==> config.mk <==
export PLATFORM = sky130hd
export DESIGN_NAME = bfs_flag_bank
export DESIGN_NICKNAME = d
export VERILOG_FILES = /design/src/bfs_pkg.sv /design/src/bfs_flag_bank.sv
export SDC_FILE = /design/constraint.sdc
export NUM_CORES = 1
export LEC_CHECK = 0
export ABC_AREA = 1
export BUFFER_PORTS_ARGS = -buffer_cell sky130_fd_sc_hd__buf_2
export CAP_MARGIN = 25
export CORE_MARGIN = 4
export CORE_UTILIZATION = 35
export DETAILED_ROUTE_END_ITERATION = 10
export PLACE_DENSITY_LB_ADDON = 0.1
export SLEW_MARGIN = 20
export SYNTH_ARGS = -nofsm -noshare
export SYNTH_HDL_FRONTEND = slang
export SYNTH_SLANG_ARGS = --single-unit
export TNS_END_PERCENT = 1
==> constraint.sdc <==
create_clock -name clk_sys_in -period 4.93 [get_ports clk_sys_in]
set_input_delay 0.7395 -clock clk_sys_in [delete_from_list [all_inputs] [get_ports clk_sys_in]]
set_output_delay 0.7395 -clock clk_sys_in [all_outputs]
set_load 0.01 [all_outputs]
==> src/bfs_pkg.sv <==
// Constants for the bias fault and device condition flag bank
// Overview of operation
// - A detected LED string short to ground sets fault bit 5, which stays latched and blocks the backlight converter from starting.
// - Undervoltage on the positive bias output sets fault bit 4 at once and switches that output off after 50 ms of persistence.
// - An overload or overcurrent on the positive bias output sets fault bit 3.
// - Undervoltage on the negative bias output sets fault bit 2 at once and switches it off after 50 ms of persistence.
// - Undervoltage on the gate high rail sets fault bit 1 at once and switches the rail off after 50 ms of persistence.
// - Undervoltage on the gate low rail sets fault bit 0 at once and switches the rail off after 50 ms of persistence.
// - Status bit 3 reads 1 after every power-on reset.
// - Reading the device condition register clears the power-on indicator until the next reset.
// - Status bit 2 shows whether the backlight driver is in thermal shutdown.
// - Status bit 1 shows whether the backlight driver is at or above its warning temperature.
// - Status bit 0 shows whether the bias section is in thermal shutdown.
// - Each fault flag has a mask bit; an unmasked set flag pulls the active-low fault pin low.
package bfs_pkg;
   localparam int          REG_W            = 8;
   localparam int          ADDR_W           = 8;
   localparam int          COND_W           = 9;
   localparam int          UV_N             = 4;
   localparam logic [7:0]  ADDR_FAULT       = 8'h08;
   localparam logic [7:0]  ADDR_COND        = 8'h09;
   localparam logic [7:0]  ADDR_MASK        = 8'h0b;
   // Fault bit positions, also used as condition input positions
   localparam int          FLT_SHORT_GND    = 5;
   localparam int          FLT_POS_UV       = 4;
   localparam int          FLT_POSITIVE_OUTPUT_OVERLOAD_FLAG       = 3;
   localparam int          FLT_NEG_UV       = 2;
   localparam int          FLT_GATE_HI_UV   = 1;
   localparam int          FLT_GATE_LO_UV   = 0;
   localparam int          FLT_W            = 6;
   // Thermal condition input positions
   localparam int          CND_BIAS_TOFF    = 6;
   localparam int          CND_BL_TWARN     = 7;
   localparam int          CND_BL_TOFF      = 8;
   // Device condition register bit positions
   localparam int          ST_POWER_ON      = 3;
   localparam int          ST_BL_TOFF       = 2;
   localparam int          ST_BL_TWARN      = 1;
   localparam int          ST_BIAS_TOFF     = 0;
   localparam logic [5:0]  FLT_RESET        = 6'h00;
   localparam logic [5:0]  MASK_RESET       = 6'h00;
   localparam logic [5:0]  FLT_CLR_ON_READ  = 6'h1f;
   localparam logic [7:0]  RD_ZERO          = 8'h00;
   // Undervoltage persistence time
   localparam int          UV_PERSIST_MS    = 50;
   localparam int          CLK_HZ           = 100_000_000;
   localparam int          UV_PERSIST_CYC   = UV_PERSIST_MS * (CLK_HZ / 1000);
endpackage

==> src/bfs_flag_bank.sv <==
// Bias fault flags, device condition flags, undervoltage shutdown timers and fault pin
`timescale 1ns/100ps
`default_nettype none
module bfs_flag_bank #(
   parameter int UV_OFF_CYCLES = bfs_pkg::UV_PERSIST_CYC
) (
   input  wire logic                       clk_sys_in,
   input  wire logic                       reset_in,
   input  wire logic [bfs_pkg::COND_W-1:0] cond_pins_in,
   input  wire logic                       rd_en_in,
   input  wire logic [bfs_pkg::ADDR_W-1:0] rd_addr_in,
   input  wire logic                       wr_en_in,
   input  wire logic [bfs_pkg::ADDR_W-1:0] wr_addr_in,
   input  wire logic [bfs_pkg::REG_W-1:0]  wr_data_in,
   output logic      [bfs_pkg::REG_W-1:0]  rd_data_out,
   output logic                            fault_output_pin_n_out,
   output logic                            backlight_start_block_out,
   output logic                            positive_output_off_out,
   output logic                            negative_output_off_out,
   output logic                            gate_high_off_out,
   output logic                            gate_low_off_out
);
   import bfs_pkg::*;

   localparam int CNT_W = $clog2(UV_OFF_CYCLES + 1);
   localparam logic [CNT_W-1:0] CNT_LAST = CNT_W'(UV_OFF_CYCLES - 1);
   localparam logic [CNT_W-1:0] CNT_ZERO = '0;
   localparam logic [CNT_W-1:0] CNT_ONE  = CNT_W'(1);

   // Maps timer slot to the fault bit it guards
   function automatic int uv_bit(input int slot);
      case (slot)
         0:       uv_bit = FLT_POS_UV;
         1:       uv_bit = FLT_NEG_UV;
         2:       uv_bit = FLT_GATE_HI_UV;
         default: uv_bit = FLT_GATE_LO_UV;
      endcase
   endfunction

   function automatic logic hit(input logic en, input logic [ADDR_W-1:0] a,
                                input logic [ADDR_W-1:0] target);
      hit = en && (a == target);
   endfunction

   logic [COND_W-1:0] sync1_q;
   logic [COND_W-1:0] sync2_q;
   logic [COND_W-1:0] sync3_q;
   logic [COND_W-1:0] cond_q;
   logic [FLT_W-1:0]  flags_q;
   logic [FLT_W-1:0]  flags_d;
   logic [FLT_W-1:0]  mask_q;
   logic              power_on_seen_flag_q;
   logic [CNT_W-1:0]  uv_cnt_q [UV_N];
   logic [UV_N-1:0]   off_q;
   logic              rd_fault;
   logic              rd_cond;

   assign rd_fault = hit(rd_en_in, rd_addr_in, ADDR_FAULT);
   assign rd_cond  = hit(rd_en_in, rd_addr_in, ADDR_COND);

   // Pins are asynchronous; a change counts only once stages two and three agree
   always_ff @(posedge clk_sys_in) begin
      if (reset_in) begin
         sync1_q <= '0;
         sync2_q <= '0;
         sync3_q <= '0;
         cond_q  <= '0;
      end else begin
         sync1_q <= cond_pins_in;
         sync2_q <= sync1_q;
         sync3_q <= sync2_q;
         for (int i = 0; i < COND_W; i++) begin
            if (sync2_q[i] == sync3_q[i]) begin
               cond_q[i] <= sync3_q[i];
            end
         end
      end
   end

   // Sticky flags: reading the fault register clears bits 4..0, but a live condition
   // sets them again in the same cycle so no event is lost. Bit 5 stays until reset.
   always_comb begin
      flags_d = flags_q;
      if (rd_fault) begin
         flags_d = flags_q & ~FLT_CLR_ON_READ;
      end
      flags_d[FLT_SHORT_GND]  = flags_d[FLT_SHORT_GND]  | cond_q[FLT_SHORT_GND];
      flags_d[FLT_POS_UV]     = flags_d[FLT_POS_UV]     | cond_q[FLT_POS_UV];
      flags_d[FLT_POSITIVE_OUTPUT_OVERLOAD_FLAG]     = flags_d[FLT_POSITIVE_OUTPUT_OVERLOAD_FLAG]     | cond_q[FLT_POSITIVE_OUTPUT_OVERLOAD_FLAG];
      flags_d[FLT_NEG_UV]     = flags_d[FLT_NEG_UV]     | cond_q[FLT_NEG_UV];
      flags_d[FLT_GATE_HI_UV] = flags_d[FLT_GATE_HI_UV] | cond_q[FLT_GATE_HI_UV];
      flags_d[FLT_GATE_LO_UV] = flags_d[FLT_GATE_LO_UV] | cond_q[FLT_GATE_LO_UV];
   end

   always_ff @(posedge clk_sys_in) begin
      if (reset_in) begin
         flags_q <= FLT_RESET;
      end else begin
         flags_q <= flags_d;
      end
   end

   always_ff @(posedge clk_sys_in) begin
      if (reset_in) begin
         backlight_start_block_out <= 1'b0;
      end else begin
         backlight_start_block_out <= flags_d[FLT_SHORT_GND];
      end
   end

   // Persistence timers; once an output is off it stays off until reset
   for (genvar g = 0; g < UV_N; g++) begin : g_uv
      always_ff @(posedge clk_sys_in) begin
         if (reset_in) begin
            uv_cnt_q[g] <= CNT_ZERO;
            off_q[g]    <= 1'b0;
         end else if (!cond_q[uv_bit(g)]) begin
            uv_cnt_q[g] <= CNT_ZERO;
         end else if (!off_q[g]) begin
            if (uv_cnt_q[g] == CNT_LAST) begin
               off_q[g] <= 1'b1;
            end else begin
               uv_cnt_q[g] <= uv_cnt_q[g] + CNT_ONE;
            end
         end
      end
   end

   assign positive_output_off_out = off_q[0];
   assign negative_output_off_out = off_q[1];
   assign gate_high_off_out       = off_q[2];
   assign gate_low_off_out        = off_q[3];

   // Only reset sets the power-on indicator, so the read clear needs no arbitration
   always_ff @(posedge clk_sys_in) begin
      if (reset_in) begin
         power_on_seen_flag_q <= 1'b1;
      end else if (rd_cond) begin
         power_on_seen_flag_q <= 1'b0;
      end
   end

   always_ff @(posedge clk_sys_in) begin
      if (reset_in) begin
         mask_q <= MASK_RESET;
      end else if (hit(wr_en_in, wr_addr_in, ADDR_MASK)) begin
         mask_q <= wr_data_in[FLT_W-1:0];
      end
   end

   // Uses next flag state so the pin falls in the same cycle the flag is set
   always_ff @(posedge clk_sys_in) begin
      if (reset_in) begin
         fault_output_pin_n_out <= 1'b1;
      end else begin
         fault_output_pin_n_out <= ~|(flags_d & ~mask_q);
      end
   end

   // Read data is registered; it appears one cycle after the strobe
   always_ff @(posedge clk_sys_in) begin
      if (reset_in) begin
         rd_data_out <= RD_ZERO;
      end else if (rd_fault) begin
         rd_data_out <= {2'h0, flags_q};
      end else if (rd_cond) begin
         rd_data_out                <= RD_ZERO;
         rd_data_out[ST_POWER_ON]   <= power_on_seen_flag_q;
         rd_data_out[ST_BL_TOFF]    <= cond_q[CND_BL_TOFF];
         rd_data_out[ST_BL_TWARN]   <= cond_q[CND_BL_TWARN];
         rd_data_out[ST_BIAS_TOFF]  <= cond_q[CND_BIAS_TOFF];
      end else if (hit(rd_en_in, rd_addr_in, ADDR_MASK)) begin
         rd_data_out <= {2'h0, mask_q};
      end else if (rd_en_in) begin
         rd_data_out <= RD_ZERO;
      end
   end
endmodule
`default_nettype wire

; ---- Yosys cells after proc, flatten, opt, wreduce, memory -nomap -nowiden
; Memory sizes are Yosys's and may differ from the RTL's.
; Cells that the tools add are included.
[totals]
out_inout_bits = 14
word_cells = 122
regBits = 61
n_memories = 1
inputBits = 37
ramBits = 92
[op_classes]
n_addsub = 4
n_mux = 55
bitwise_logic = 16
eq_ne = 17
n_reduce_logical = 7
[mem_list]
columns = memory, words, width, rd, rd_ports_with_merged_regs, wr, line_no
row1 = uv_cnt_q, 4, 23, 4, 0, 4, bfs_flag_bank.sv:53  ; logic [CNT_W-1:0] uv_cnt_q [UV_N];
[op_table]
columns = operator, n
row1 = $mux W23, 8
row2 = $add A23 B1 Y23 const B, 4
row3 = $eq A23 B23 Y1 const B, 4
row4 = $mux W1, 42
row5 = $eq A8 B4 Y1 const B, 4
row6 = $mux W6, 4
row7 = $or A1 B1 Y1, 14
row8 = $eq A1 B1 Y1, 9
row9 = $and A6 B6 Y6, 1
row10 = $not A6 Y6, 1
row11 = $reduce_or A6 Y1, 1
row12 = $mux W5, 1
row13 = $logic_and A1 B1 Y1, 4
row14 = $reduce_bool A4 Y1, 1
row15 = $logic_not A1 Y1, 1

; ---- Depth between registers and ports, before layout
; An unclocked memory read counts as a cell.
[logic_depth]
word_depth = 8
depth_mapped = 11
ltp_nobuf = 11

; ---- Least setup slack after synthesis
; OpenSTA, ideal clock, no wires.
[synth_timing]
kind = register to register
from = mem uv_cnt_q[2][0] (netlist name)
to = mem uv_cnt_q[2][0] (netlist name) (enable)
t_required_ns = 4.451
period_less_slack_ns = 2.318
path_stages_with_launch = 8
arrival_time_ns = 1.839
setup_slack_ns = 2.612
path_buffers = 1
setup_time_ns = 0.479
path_cell_list = edfxtp_1 > ha_1 > nand3_2 > nor4_1 > nand3_1 > nand3_2 > buf_4 > nand3_1
[synth_rtl]
columns = item, line_no
row1 = from (decl), bfs_flag_bank.sv:53

==> results.cfg <==
[synth]
synth-edff-count = 92
synthTopCellsByCount = 192 x nand2_1, 170 x nor2_1, 137 x inv_1
synthArstFlopShare_pct = 0
synth.area.top_cells = edfxtp_1 35%, dfxtp_1 15%, nand2_1 9.0%
synth-seq-cells = 152
synth_top_area_share_pct = 34.6
seq_area_frac_synth_pct = 49.7
synth.most_common_cell = nand2_1
synthesis.area_um2 = 7980
synth_top_area_cell = edfxtp_1
avgSynthCellArea_um2 = 8.13
synthFlopType = edfxtp_1
synth_cells = 981
ys_types = 44
ys_warn_count = 0

[clock_network]
cts_max_path_buffers = 2
cts_tree = done
cts.sink_count = 152
clock_latency_ps = 420
cts_resized = 0
cts.clk_slew.worst_paths_ps = 70
postCtsHoldBufs = 0
cts_setup_buffers = 0
h-tree-depth = 4
cts_buffers = 17
clock-root-buffer = clkbuf_16

[sta]
period_share_pct = 61.3
finalMaxSlewViolations = 0
slew_headroom_pct = 49.7
period_minus_slack_ps = 3020
setup_tns_ps = 0
rsz0062_at_grt = false
worst_slew_pin_slew_ps = 753
max_freq_mhz = 331
setup_violations = 0
hold_violations = 0
skew_ps = 9.97

[route]
routed_wl_mm = 17.2
drcViolationCount = 0
route.vias.total = 6162
ant_nets = 0
via_per_inst = 4.65
firstDrtPassIters = 5
drt_iter0_drc = 372
wl_per_cell_um = 13.0

[global_routing]
grt_pass1_wl_mm = 29.7
overflow = 0
grt_max_degree = 42
grt_usage_pct = 14.1
antenna_found_initial = 1
first_global_vias = 5989

[power_and_ir_drop]
powerDensity_nw_per_um2 = 296
p_leak_nw = 3.37
p_sw_mw = 0.618
power.share.clock_pct = 47.8
share_seq_of_total_power_pct = 50.3
internal-power_mw = 2.06
combPwrFrac_pct = 1.9
switching_share_pct = 23.1
ir_drop_mv = 0.204

[die]
die_w_um = 159
core_um2 = 22100
row_count = 54
die_h_um = 159
die_area_um2 = 25300
start_util_pct = 36.1
pin_count = 51

[final_layout]
fin_util_pct = 41.0
drive_gt1_share_pct = 13.5
final_nets = 1073
area_delta_synth_final_pct = 13.5
antenna_cells = 0

[flow_run]
maxCapViolCount = 0

[placement]
place.gp.congestion = 0.800
dp_hpwl_mm = 12.5
port_buffers = 46

[critical_path]
crit_type = flop to flop
cp-end-kind = flop
arrival_ps = 3200
crit_fanout = 22
crit_required_ps = 5110
crit_path_start_kind = flop

[worst_hold_path]
hold_class = flop to flop

[status]
status = finished clean
==> logic make-up after synthesis <==
group                    after synthesis  synth area share [%]
AND/OR/NAND/NOR                      537                  31.9
buffers and inverters                160                  8.26
flip-flops                           152                  49.7
AO/OA/AOI/OAI                         99                  6.43
XOR/XNOR                              28                  3.07
adder cells (fa/ha/maj)                4                 0.627
other                                  1                0.0470
==> per-layer routing <==
metal / part of all wire [%] / GRT usage (%) / vias to the layer above
met2: 43 / 21.6 / 86
met4: 0.80 / 3.20 / 2
met5: 0.076 / 0 / -
li1: - / - / 3294
met1: 52 / 20.2 / 2767
met3: 3.6 / 3.47 / 13
==> layout make-up <==
type,instances,area [um^2]
sequential,152,3960
timing repair buffer,50,275
multi-input combinational,670,3360
inverter,141,529
clock inverter,14,124
tap,280,350
clock buffer,18,450
fill,2283,13000
==> power groups by stage <==
stage	logic, mW	registers [mW]	clock network [mW]
2_1_floorplan	0.0297	1.38	0
5_1_grt	0.0609	1.35	1.37
3_5_place_dp	0.0528	1.38	0
3_3_place_gp	0.0523	1.38	0
6_report	0.0517	1.35	1.28
4_1_cts	0.0530	1.35	1.32
==> critical path, cell delays in order (launching register included) <==
cell and delay (ps):
edfxtp_1 470, ha_1 240, nand3_2 140, nor3_2 220
nand4_1 210, nand2_1 610, nand2_1 560, buf_8 320
==> layout by cell type (no fill, tap or decap), types with 8 or more instances in the layout <==
master / count
clkbuf_16: 18
or2_0: 8
xor2_1: 21
nor2_1: 170
a21oi_1: 62
nand4_1: 31
o21ai_0: 30
inv_1: 137
nand3_2: 9
nand2_1: 191
nand3_1: 33
buf_2: 46
nor3_1: 33
nor2_2: 8
dfxtp_1: 60
nand2_2: 9
edfxtp_1: 92
==> state kept, by name, summed over array words and instances (netlist names), 6 cells and up <==
| signal | count |
|---|---|
| uv_cnt_q | 92 |
| cond_q | 9 |
| sync1_q | 9 |
| sync2_q | 9 |
| sync3_q | 9 |
| flags_q | 6 |
| mask_q | 6 |
| rd_data_out | 6 |
==> worst paths after layout <==
kind	start	endpoint	slack, ps	cells past startpoint
max	uv_cnt_q[3][0]	uv_cnt_q[3][6]	1910	7
min	sync1_q[8]	sync2_q[8]	400	2
max reg2reg	uv_cnt_q[3][0]	uv_cnt_q[3][6]	1910	7
min reg2reg	sync1_q[8]	sync2_q[8]	400	2
==> per-stage QoR <==
step                      hold slack, ps  cells  setup slack (ps)  total power [mW]  cell area [um^2]
after detailed placement             393   1291              1610              1.43              8450
after global routing                 421   1325              1530              2.78              9050
final                                402   1325              1910              2.68              9050
after global placement               392   1291              1600              1.43              8450
after floorplan                      388    982              2610              1.40              7980
after CTS                            403   1323              1600              2.72              9020
Power figures use the tool's default switching activity.
